## config.mk

```make
export PLATFORM = sky130hd
export DESIGN_NAME = usmic_ctrl
export DESIGN_NICKNAME = d
export VERILOG_FILES = /design/src/usmic_pkg.sv /design/src/usmic_ctrl.sv
export SDC_FILE = /design/constraint.sdc
export NUM_CORES = 1
export LEC_CHECK = 0
export ABC_CLOCK_PERIOD_IN_PS = 2500
export BUFFER_PORTS_ARGS = -buffer_cell sky130_fd_sc_hd__buf_2
export CORE_UTILIZATION = 50
export DETAILED_ROUTE_END_ITERATION = 8
export PLACE_DENSITY = 0.72
export SLEW_MARGIN = 20
export SYNTH_ARGS = -nofsm -noshare
export SYNTH_HDL_FRONTEND = slang
export SYNTH_SLANG_ARGS = --single-unit
```

## constraint.sdc

```tcl
create_clock -name ref_clk -period 2.5 [get_ports ref_clk]
set_input_delay 0.5 -clock ref_clk [delete_from_list [all_inputs] [get_ports ref_clk]]
set_output_delay 0.5 -clock ref_clk [all_outputs]
set_load 0.02 [all_outputs]
```

## src/usmic_pkg.sv

```systemverilog
// constants, field layout and carrier types for the serial mode and interrupt control block
`default_nettype none
package usmic_pkg;
  // ------------------------------------------------------------
  // register byte addresses
  // ------------------------------------------------------------
  localparam logic [7:0] USMIC_CMD_OFFS = 8'h00;
  localparam logic [7:0] USMIC_MODE_OFFS = 8'h04;
  localparam logic [7:0] USMIC_IRQ_ENABLE_OFFS = 8'h08;
  localparam logic [7:0] USMIC_IRQ_DISABLE_OFFS = 8'h0C;
  localparam logic [7:0] USMIC_IRQ_VIEW_OFFS = 8'h10;
  localparam logic [7:0] USMIC_STATUS_OFFS = 8'h14;
  localparam logic [7:0] USMIC_TX_HOLD_OFFS = 8'h1C;
  // ------------------------------------------------------------
  // reset values and masks
  // ------------------------------------------------------------
  localparam logic [31:0] USMIC_MODE_RESET = 32'h0000_0000;
  localparam logic [31:0] USMIC_MASK_RESET = 32'h0000_0000;
  localparam logic [31:0] USMIC_IRQ_VALID = 32'h001F_3FFF;
  // ------------------------------------------------------------
  // mode word field positions
  // ------------------------------------------------------------
  localparam int USMIC_F_OPMODE = 0;
  localparam int USMIC_F_CLKSEL = 4;
  localparam int USMIC_F_CHRLEN = 6;
  localparam int USMIC_F_SYNC = 8;
  localparam int USMIC_F_STOP = 12;
  localparam int USMIC_F_LOOP = 14;
  localparam int USMIC_F_ORDER = 16;
  localparam int USMIC_F_NINE = 17;
  localparam int USMIC_F_CLKDRV = 18;
  localparam int USMIC_F_OVER = 19;
  localparam int USMIC_F_INHIBIT = 20;
  localparam int USMIC_F_LIMIT = 21;
  localparam int USMIC_F_VARSYNC = 22;
  localparam int USMIC_F_MAXIT = 24;
  localparam int USMIC_F_FILTER = 28;
  localparam int USMIC_F_CODEC = 29;
  localparam int USMIC_F_STARTPOL = 30;
  localparam int USMIC_F_DELIM = 31;
  // other bit positions
  localparam int USMIC_B_RST_ITER = 13;
  localparam int USMIC_B_ITER_FLAG = 10;
  localparam int USMIC_B_TX_SYNC = 15;
  // ------------------------------------------------------------
  // encodings
  // ------------------------------------------------------------
  localparam logic [3:0] USMIC_OPMODE_T0 = 4'h4;
  localparam logic [3:0] USMIC_OPMODE_T1 = 4'h6;
  localparam logic [1:0] USMIC_CLKSEL_PIN = 2'h3;
  typedef enum logic [1:0] {
    USMIC_LOOP_NORMAL = 2'h0,
    USMIC_LOOP_ECHO = 2'h1,
    USMIC_LOOP_LOCAL = 2'h2,
    USMIC_LOOP_REMOTE = 2'h3
  } usmic_loop_t;
  // ------------------------------------------------------------
  // carriers
  // ------------------------------------------------------------
  typedef struct packed {
    logic [2:0] stop_halves;
    logic stop_reserved;
    logic [3:0] char_bits;
    logic bit_order;
    logic oversample_8;
    logic biphase_codec_enable;
    logic biphase_start_polarity;
    logic delimiter_selector;
    logic tx_cmd_sync;
  } usmic_cfg_t;
  typedef struct packed {
    logic [31:0] mode;
    logic [31:0] irq_mask;
    logic iter_flag;
    logic [2:0] err_count;
    logic tx_sync_latch;
    logic [2:0] rx_sync;
    logic rx_clean;
    logic [2:0] filt_hist;
    logic txd;
    logic core_rxd;
    logic sck_out;
    logic sck_oe;
    logic reject_signal;
    logic irq;
    logic [8:0] tx_char;
    logic tx_char_write;
    usmic_cfg_t cfg;
    logic [31:0] prdata;
    logic pready;
    logic pslverr;
  } usmic_state_t;
endpackage
`default_nettype wire

```

## src/usmic_ctrl.sv

```systemverilog
// frame-format, line-mode, smart-card reject and interrupt mask control with APB access
`default_nettype none
module usmic_ctrl (
  // clock and reset
  input wire logic ref_clk,
  input wire logic rst_n,
  // apb slave
  input wire logic psel,
  input wire logic penable,
  input wire logic pwrite,
  input wire logic [7:0] paddr,
  input wire logic [31:0] pwdata,
  output logic [31:0] prdata,
  output logic pready,
  output logic pslverr,
  // serial pins
  input wire logic rxd_pin,
  output logic txd_pin,
  output logic sck_pin_out,
  output logic sck_pin_oe,
  // core transceiver side
  input wire logic core_txd,
  input wire logic core_sck,
  input wire logic sample_tick,
  input wire logic char_done,
  input wire logic parity_err,
  input wire logic [31:0] status_in,
  output logic core_rxd,
  output logic reject_signal,
  output logic [8:0] tx_char,
  output logic tx_char_write,
  output usmic_pkg::usmic_cfg_t cfg,
  // interrupt
  output logic irq
);
  import usmic_pkg::*;

  usmic_state_t st;
  usmic_state_t next_st;

  // ------------------------------------------------------------
  // helpers
  // ------------------------------------------------------------
  function automatic logic majority3(input logic [2:0] s);
    return (s[0] & s[1]) | (s[0] & s[2]) | (s[1] & s[2]);
  endfunction

  function automatic logic is_mapped(input logic [7:0] a);
    if (a == USMIC_CMD_OFFS) begin
      return 1'b1;
    end else if (a == USMIC_MODE_OFFS) begin
      return 1'b1;
    end else if (a == USMIC_IRQ_ENABLE_OFFS) begin
      return 1'b1;
    end else if (a == USMIC_IRQ_DISABLE_OFFS) begin
      return 1'b1;
    end else if (a == USMIC_IRQ_VIEW_OFFS) begin
      return 1'b1;
    end else if (a == USMIC_STATUS_OFFS) begin
      return 1'b1;
    end else if (a == USMIC_TX_HOLD_OFFS) begin
      return 1'b1;
    end else begin
      return 1'b0;
    end
  endfunction

  // ------------------------------------------------------------
  // decoded views of the current state
  // ------------------------------------------------------------
  logic setup_phase;
  logic access_fire;
  logic wr_fire;
  logic rd_setup;
  logic [31:0] status_view;
  logic rx_line;
  usmic_loop_t loop_mode;
  logic [3:0] opmode;
  logic smart_card;
  logic iter_reset_now;
  logic limit_hit;
  logic [2:0] max_iter;

  assign setup_phase = psel & ~penable;
  assign access_fire = psel & penable & st.pready;
  assign wr_fire = access_fire & pwrite;
  assign rd_setup = setup_phase & ~pwrite;
  assign loop_mode = usmic_loop_t'(st.mode[USMIC_F_LOOP +: 2]);
  assign opmode = st.mode[USMIC_F_OPMODE +: 4];
  assign smart_card = (opmode == USMIC_OPMODE_T0) | (opmode == USMIC_OPMODE_T1);
  assign max_iter = st.mode[USMIC_F_MAXIT +: 3];
  // reset-iterations command is ignored outside smart-card operation
  assign iter_reset_now = wr_fire & (paddr == USMIC_CMD_OFFS) & pwdata[USMIC_B_RST_ITER] &
                          smart_card;
  // the set event of the repeat-limit flag, shared by the flag logic and its check
  assign limit_hit = char_done & parity_err & ~st.mode[USMIC_F_INHIBIT] & st.mode[USMIC_F_LIMIT] &
                     (opmode == USMIC_OPMODE_T0) & (st.err_count >= max_iter);
  // the block owns the repeat-limit flag; the core supplies the rest
  assign status_view = {status_in[31:USMIC_B_ITER_FLAG + 1], st.iter_flag,
                        status_in[USMIC_B_ITER_FLAG - 1:0]};
  // filter votes over sixteenth-bit samples, else the synchronised line
  assign rx_line = st.mode[USMIC_F_FILTER] ? majority3(st.filt_hist) : st.rx_clean;

  // ------------------------------------------------------------
  // next state
  // ------------------------------------------------------------
  always_comb begin
    next_st = st;
    next_st.reject_signal = 1'b0;
    next_st.tx_char_write = 1'b0;

    // three-stage input sync; a level only counts once stages two and three agree
    next_st.rx_sync = {st.rx_sync[1:0], rxd_pin};
    if (st.rx_sync[1] == st.rx_sync[2]) begin
      next_st.rx_clean = st.rx_sync[2];
    end
    if (sample_tick) begin
      next_st.filt_hist = {st.filt_hist[1:0], st.rx_clean};
    end

    // line routing
    case (loop_mode)
      USMIC_LOOP_ECHO: begin
        next_st.txd = rx_line;
        next_st.core_rxd = rx_line;
      end
      USMIC_LOOP_LOCAL: begin
        next_st.txd = 1'b1;
        next_st.core_rxd = core_txd;
      end
      USMIC_LOOP_REMOTE: begin
        // receiver sees an idle line while the pins are strapped together
        next_st.txd = rx_line;
        next_st.core_rxd = 1'b1;
      end
      default: begin
        next_st.txd = core_txd;
        next_st.core_rxd = rx_line;
      end
    endcase

    // clock pin: never fight an external clock on the same pin
    next_st.sck_oe = st.mode[USMIC_F_CLKDRV] &
                     (st.mode[USMIC_F_CLKSEL +: 2] != USMIC_CLKSEL_PIN);
    next_st.sck_out = core_sck;

    // smart-card reject handling
    if (char_done) begin
      if (parity_err) begin
        if (st.mode[USMIC_F_INHIBIT]) begin
          next_st.reject_signal = 1'b0;
        end else if (st.mode[USMIC_F_LIMIT] && opmode == USMIC_OPMODE_T0) begin
          if (st.err_count < max_iter) begin
            next_st.reject_signal = 1'b1;
            next_st.err_count = st.err_count + 3'h1;
          end else begin
            next_st.iter_flag = 1'b1;
          end
        end else begin
          next_st.reject_signal = 1'b1;
        end
      end else begin
        // a clean character breaks the run of successive errors
        next_st.err_count = 3'h0;
      end
    end
    if (iter_reset_now) begin
      next_st.err_count = 3'h0;
      // a limit hit in the same cycle still wins
      if (!limit_hit) begin
        next_st.iter_flag = 1'b0;
      end
    end

    // register writes take effect at the completing access edge
    if (wr_fire) begin
      if (paddr == USMIC_MODE_OFFS) begin
        next_st.mode = pwdata;
      end else if (paddr == USMIC_IRQ_ENABLE_OFFS) begin
        next_st.irq_mask = st.irq_mask | (pwdata & USMIC_IRQ_VALID);
      end else if (paddr == USMIC_IRQ_DISABLE_OFFS) begin
        next_st.irq_mask = st.irq_mask & ~(pwdata & USMIC_IRQ_VALID);
      end else if (paddr == USMIC_TX_HOLD_OFFS) begin
        next_st.tx_char = pwdata[8:0];
        next_st.tx_char_write = 1'b1;
        next_st.tx_sync_latch = pwdata[USMIC_B_TX_SYNC];
      end
    end

    // registered configuration outputs follow the new mode word
    case (next_st.mode[USMIC_F_STOP +: 2])
      2'h0: begin
        next_st.cfg.stop_halves = 3'h2;
        next_st.cfg.stop_reserved = 1'b0;
      end
      2'h1: begin
        // 1.5 stop bits exists only without the synchronous clock
        next_st.cfg.stop_halves = next_st.mode[USMIC_F_SYNC] ? 3'h2 : 3'h3;
        next_st.cfg.stop_reserved = next_st.mode[USMIC_F_SYNC];
      end
      2'h2: begin
        next_st.cfg.stop_halves = 3'h4;
        next_st.cfg.stop_reserved = 1'b0;
      end
      default: begin
        next_st.cfg.stop_halves = 3'h2;
        next_st.cfg.stop_reserved = 1'b1;
      end
    endcase
    if (next_st.mode[USMIC_F_NINE]) begin
      next_st.cfg.char_bits = 4'h9;
    end else begin
      next_st.cfg.char_bits = 4'h5 + {2'h0, next_st.mode[USMIC_F_CHRLEN +: 2]};
    end
    next_st.cfg.bit_order = next_st.mode[USMIC_F_ORDER];
    next_st.cfg.oversample_8 = next_st.mode[USMIC_F_OVER];
    next_st.cfg.biphase_codec_enable = next_st.mode[USMIC_F_CODEC];
    next_st.cfg.biphase_start_polarity = next_st.mode[USMIC_F_STARTPOL];
    next_st.cfg.delimiter_selector = next_st.mode[USMIC_F_DELIM];
    if (next_st.mode[USMIC_F_VARSYNC]) begin
      next_st.cfg.tx_cmd_sync = next_st.tx_sync_latch;
    end else begin
      next_st.cfg.tx_cmd_sync = next_st.mode[USMIC_F_SYNC];
    end

    // interrupt follows live flags and enables
    next_st.irq = |(status_view & st.irq_mask);

    // apb answer is prepared in setup so every bus output is a flop
    next_st.pready = setup_phase;
    next_st.pslverr = setup_phase & ~is_mapped(paddr);
    if (rd_setup) begin
      if (paddr == USMIC_MODE_OFFS) begin
        next_st.prdata = st.mode;
      end else if (paddr == USMIC_IRQ_VIEW_OFFS) begin
        next_st.prdata = st.irq_mask;
      end else if (paddr == USMIC_STATUS_OFFS) begin
        next_st.prdata = status_view;
      end else begin
        next_st.prdata = 32'h0000_0000;
      end
    end else if (setup_phase) begin
      next_st.prdata = 32'h0000_0000;
    end
  end

  // ------------------------------------------------------------
  // state register
  // ------------------------------------------------------------
  always_ff @(posedge ref_clk) begin
    if (!rst_n) begin
      st <= '0;
      st.mode <= USMIC_MODE_RESET;
      st.irq_mask <= USMIC_MASK_RESET;
      st.rx_sync <= 3'h7;
      st.rx_clean <= 1'b1;
      st.filt_hist <= 3'h7;
      st.txd <= 1'b1;
      st.core_rxd <= 1'b1;
      st.cfg.stop_halves <= 3'h2;
      st.cfg.char_bits <= 4'h5;
    end else begin
      st <= next_st;
    end
  end

  assign prdata = st.prdata;
  assign pready = st.pready;
  assign pslverr = st.pslverr;
  assign txd_pin = st.txd;
  assign sck_pin_out = st.sck_out;
  assign sck_pin_oe = st.sck_oe;
  assign core_rxd = st.core_rxd;
  assign reject_signal = st.reject_signal;
  assign tx_char = st.tx_char;
  assign tx_char_write = st.tx_char_write;
  assign cfg = st.cfg;
  assign irq = st.irq;
endmodule
`default_nettype wire

```

==> metrics.txt, run 1 <==
outcome=complete, no violations; remaining design rule violation count=0; share of the core filled with cells in the final layout=61.7%; DIE WIDTH=108 µm; layout net count=829; Worst Reg2Reg Path Length in Cells=6; data arrival time at the worst-slack endpoint=2490 ps; Post-Layout Cell Count=892; area of the placeable core=10900 µm²; clock tree from TritonCTS=built; warnings from Yosys=0; CP startpoint kind=input pin; deepest level of the CTS H-tree=4; CP Cell Sequence=buf_2, or4b_4, nor4_4, buf_4, mux2_1, ha_1, o21a_2; area taken by multi-input logic gates=2600 µm²; routed vias=4774; antenna violations before repair=0; maximum vdd drop=531 µV; wire length of the first global-routing pass=22800 µm; category of the most critical setup path=in2reg; max-slew violation count=0; clock tree root driver cell=clkbuf_16; highest net fanout along the worst path=9; share of the cycle needed by the critical path after routing=87.5%; I/O Pins=147; synthesized net count=732; clock-pin slew reported for the worst setup and hold paths after clock tree synthesis=50 ps; total iterations of the first detailed-routing run=5; overall die area=11700 µm²; delay contributed by the slowest stage of the critical path=550 ps; total area of sequential cells=2440 µm²; share of synthesized area occupied by flip-flops and latches=43.3%; source-to-sink clock delay at the later pin of the worst-skew pair=410 ps; category of the worst setup path capture point=register; CTS max path bufs=2; WHS=295 ps; Min-Delay Path Class=in2reg; Leakage=2.97 nW; number of buffers inserted by port buffering=145; power density over the cells=682 nW/µm²; std cell rows=38; Mapped Cells=644; setup repair bufs after CTS=0; Data required, critical path=2810 ps; cts repair resizes=0; Fill cells=976; post-detail-place hpwl=10200 µm; max-capacitance violation count=0; Worst R2R Setup Slack=590 ps; cell depth of the worst hold path=2; Netlist cell types=45; most used cells in the layout excluding fill and tap cells=145 x buf_2, 142 x nand2_1, 122 x dfxtp_1, 44 x mux2i_1, 28 x nor2_1; Cell Area, Synth=5650 µm²; leading register cell type out of synthesis=dfxtp_1; CTS sink cnt=122; number of failing hold endpoints at the final stage=0; number of routed nets with antenna violations=0; average detailed-routed wire length per instance=16.2 µm; worst slew slack as a fraction of its limit=65.2%; share of layout cells above drive strength 1=27.8%; initial cell density of the core=51.6%; fraction of registers with async set or reset after synthesis=0%; number of clock buffers inserted by TritonCTS=17; min Tclk post-route=2190 ps; vias in the first global route=4822; overall die height=108 µm; top achievable clock speed=457 MHz; Routed Wire Length=14400 µm; via density per instance=5.35; worst slew pin tran=522 ps; final global-route overflow total=0; maximum number of pins on one net before global-route repair=50; RSZ-0062 raised after global routing=false; standard cell with the maximum stage delay on the critical path=or4b_4; average cell area after synthesis=8.77 µm²; worst clock skew=16.3 ps; number of flip-flops and latches in the synthesized netlist=122; GRT Resource Usage Total=25.5%; Post-Place Cells=862; drt first-iter violations=308; number of failing setup endpoints in the final timing report=0; area growth from synthesis to final layout=19.5%; diode insertion count for antenna repair=0; most common cell after layout, fill and taps aside=buf_2; number of flops mapped to enable cells by yosys=0; Routability Congestion=0.889; post-cts hold buffer count=0
==> area by class of cell <==
cell class	count	share of cell area, %
clock buffer	23	7.38
multi-input combinational	426	38.6
tap	140	2.60
sequential	122	36.2
inverter	5	0.278
clock inverter	7	1.34
timing repair buffer	169	13.6
==> worst max-delay path, delay by kind of cell <==
family / cells / cell delay, ps
multiplexers: 1 / 370
AO/OA/AOI/OAI: 1 / 210
AND/OR/NAND/NOR: 2 / 840
adder cells (fa/ha/maj): 1 / 210
buffers and inverters: 2 / 350
==> cells by family (layout without fill, tap and decap cells) <==
kind of cell,Yosys count,after routing,share of synthesized area (%)
buf+inv,96,204,10.7
flops,122,122,43.3
mux,51,51,9.26
simple gates,258,258,21.6
fa+ha+maj,6,6,1.29
compound gates,111,111,13.8
==> path summary, 6_finish.rpt <==
| path | start | to |
|---|---|---|
| max reg2reg | pready | cfg[9] |
| max | paddr[3] | cfg[9] |
| min | rxd_pin | next_st[69] |
| min reg2reg | next_st[69] | next_st[70] |
==> report_power, final <==
part | internal [W] | switching, W
Combinational | 0.000104 | 0.000130
Clock | 0.00158 | 0.000834
Sequential | 0.00195 | 0.00000195
Total | 0.00364 | 0.000966
==> through the flow <==
| step | TNS (ps) | setup slack, ps | total power, W | cell area [µm²] |
|---|---|---|---|---|
| after floorplan | 0 | 137 | 0.00210 | 5650 |
| after global placement | -144 | -59.1 | 0.00222 | 6160 |
| after detailed placement | -302 | -111 | 0.00223 | 6160 |
| after CTS | 0 | 318 | 0.00464 | 6750 |
| after global routing | 0 | 298 | 0.00475 | 6750 |
| final | 0 | 314 | 0.00460 | 6750 |
==> per-layer routing <==
metal,wire [µm],GRT usage [%]
met4,309,11.9
met1,6530,32.3
met2,6710,41.6
met3,870,5.42
met5,0,0
==> cells in the mapped netlist, types with 5 or more instances <==
cell type,n,area (µm²)
a21boi_1,27,203
a21oi_1,9,45.0
a22oi_1,25,188
and2_1,9,56.3
buf_2,8,40.0
buf_4,59,443
clkbuf_1,20,75.1
dfxtp_1,122,2440
ha_1,5,62.6
inv_1,5,18.8
mux2i_1,44,440
nand2_1,142,533
nand2b_1,27,169
nand3_1,7,35.0
nor2_1,28,105
nor2b_1,18,113
o21ai_0,15,75.1
o31ai_1,20,150
or3_1,5,31.3
Power figures use the tool's default switching activity.
==> inputs of run 2 (changes only) <==
Settings changed: BUFFER_PORTS_ARGS -buffer_cell sky130_fd_sc_hd__buf_2 to default, DONT_BUFFER_PORTS from default to 1, PLACE_DENSITY 0.72 to 0.61.
==> run 2 against run 1 <==
  * Utilization is 7.7 points lower
  * Sequential power about the same
  * Critical endpoint unchanged
  * Critical path type unchanged
  * Clock skew decreased by 9.6 ps
  * Cell count fell by 17%
  * Clock power fell by 7%
  * Design area down 13%
==> metrics.txt, run 2 (same netlist as run 1, synthesis figures left out) <==
worst slew pin tran=878 ps (was 522 ps); Worst Reg2Reg Path Length in Cells=6 (unchanged); vias in the first global route=4105 (was 4822); antenna violations before repair=0 (unchanged); initial cell density of the core=51.6% (unchanged); max-capacitance violation count=0 (unchanged); total iterations of the first detailed-routing run=5 (unchanged); CTS max path bufs=2 (unchanged); most common cell after layout, fill and taps aside=nand2_1 (was buf_2); clock tree from TritonCTS=built (unchanged); Leakage=2.24 nW (was 2.97 nW); drt first-iter violations=282 (was 308); start point of the worst min-delay path=rst_n (was rxd_pin); CTS sink cnt=122 (unchanged); launch instance of the worst register-to-register path=pready (unchanged); std cell rows=38 (unchanged); deepest level of the CTS H-tree=4 (unchanged); area of the placeable core=10900 µm² (unchanged); diode insertion count for antenna repair=0 (unchanged); number of buffers inserted by port buffering=0 (was 145); wire length of the first global-routing pass=21300 µm (was 22800 µm); delay-heaviest family, CP=simple AND/OR/NAND/NOR gates (unchanged); cts repair resizes=0 (unchanged); average detailed-routed wire length per instance=18.9 µm (was 16.2 µm); Min-Delay Path Class=in2reg (unchanged); I/O Pins=147 (unchanged); Post-Layout Cell Count=736 (was 892); worst slew slack as a fraction of its limit=41.4% (was 65.2%); Data required, critical path=2800 ps (was 2810 ps); share of layout cells above drive strength 1=8.39% (was 27.8%); RSZ-0062 raised after global routing=false (unchanged); sum of buffers and inverters on the critical path=1 (was 2); number of routed nets with antenna violations=0 (unchanged); Routability Congestion=0.775 (was 0.889); remaining design rule violation count=0 (unchanged); sum of negative setup slack=0 ps (unchanged); post-cts hold buffer count=0 (unchanged); most used cells in the layout excluding fill and tap cells=142 x nand2_1, 122 x dfxtp_1, 44 x mux2i_1, 28 x nor2_1 (was 145 x buf_2, 142 x nand2_1, 122 x dfxtp_1, 44 x mux2i_1, 28 x nor2_1); overall die area=11700 µm² (unchanged); top achievable clock speed=482 MHz (was 457 MHz); Routed Wire Length=13900 µm (was 14400 µm); start point of the critical path=paddr[3] (unchanged); category of the most critical setup path=in2reg (unchanged); worst clock skew=6.70 ps (was 16.3 ps); source-to-sink clock delay at the later pin of the worst-skew pair=410 ps (about the same); clock tree root driver cell=clkbuf_16 (unchanged); CP startpoint kind=input pin (unchanged); max-slew violation count=0 (unchanged); Crit path depth=6 (was 7); clock-pin slew reported for the worst setup and hold paths after clock tree synthesis=50 ps (about the same); layout net count=675 (was 829); standard cell with the maximum stage delay on the critical path=or4b_4 (unchanged); cell depth of the worst hold path=1 (was 2); GRT Resource Usage Total=24.5% (was 25.5%); CP Cell Sequence=or4b_4, nor4_4, buf_4, mux2_1, ha_1, o21a_2 (was buf_2, or4b_4, nor4_4, buf_4, mux2_1, ha_1, o21a_2); number of clock buffers inserted by TritonCTS=17 (unchanged); power density over the cells=729 nW/µm² (was 682 nW/µm²); category of the worst setup path capture point=register (unchanged); post-detail-place hpwl=9430 µm (was 10200 µm); share of the cycle needed by the critical path after routing=83.0% (was 87.5%); delay contributed by the slowest stage of the critical path=550 ps (about the same); maximum vdd drop=417 µV (was 531 µV); overall die height=108 µm (unchanged); maximum number of pins on one net before global-route repair=90 (was 50); final global-route overflow total=0 (unchanged); WHS=176 ps (was 295 ps); routed vias=4187 (was 4774); number of failing hold endpoints at the final stage=0 (unchanged); highest net fanout along the worst path=8 (was 9); DIE WIDTH=108 µm (unchanged); data arrival time at the worst-slack endpoint=2380 ps (was 2490 ps); min Tclk post-route=2070 ps (was 2190 ps); Post-Place Cells=708 (was 862); area growth from synthesis to final layout=4.50% (was 19.5%); outcome=complete, no violations (unchanged); number of failing setup endpoints in the final timing report=0 (unchanged); setup repair bufs after CTS=0 (unchanged); via density per instance=5.69 (was 5.35)
run 2: worst paths after layout:
path | endpoint | slack (ps)
min reg2reg | next_st[70] | 410
max reg2reg | cfg[9] | 580
min | txd_pin | 180
max | cfg[9] | 430
run 2: through the flow:
| step | utilization, % | setup WS, ps | power, W | instance area, µm² |
|---|---|---|---|---|
| 2_1_floorplan | - | 137 | 0.00210 | 5650 |
| 3_3_place_gp | 49.1 | 33.5 | 0.00209 | 5370 |
| 3_5_place_dp | 49.1 | 5.42 | 0.00209 | 5370 |
| 4_1_cts | 54.0 | 435 | 0.00434 | 5900 |
| 5_1_grt | 54.0 | 389 | 0.00442 | 5900 |
| 6_report | 54.0 | 426 | 0.00430 | 5900 |
run 2: area by class of cell:
cell class	count	area (µm²)
clock buffers	25	495
clock inverters	3	40.0
fillers	1045	5030
inverters	5	18.8
multi-input cells	426	2600
flip-flops and latches	122	2440
well taps	140	175
repair buffers	15	125
run 2: report_power, final:
part | internal, W | total, W | switching, W
clock network | 0.00144 | 0.00225 | 0.000802
logic | 0.0000491 | 0.0000932 | 0.0000440
registers | 0.00195 | 0.00196 | 0.00000720
total | 0.00345 | 0.00430 | 0.000854
run 2: worst register-to-register path, stage by stage (launching register included):
cell,delay [ps]
dfxtp_1,320
nand4_1,230
nor4_4,220
buf_4,230
mux2_1,380
ha_1,220
o21a_2,210
run 2: layer usage:
| layer | global-route usage [%] | vias to the layer above | wire, µm |
|---|---|---|---|
| met2 | 37.8 | 140 | 6340 |
| met1 | 30.6 | 2003 | 6050 |
| li1 | - | 2023 | - |
| met5 | 0 | - | 0 |
| met3 | 10.1 | 21 | 1260 |
| met4 | 9.36 | 0 | 228 |
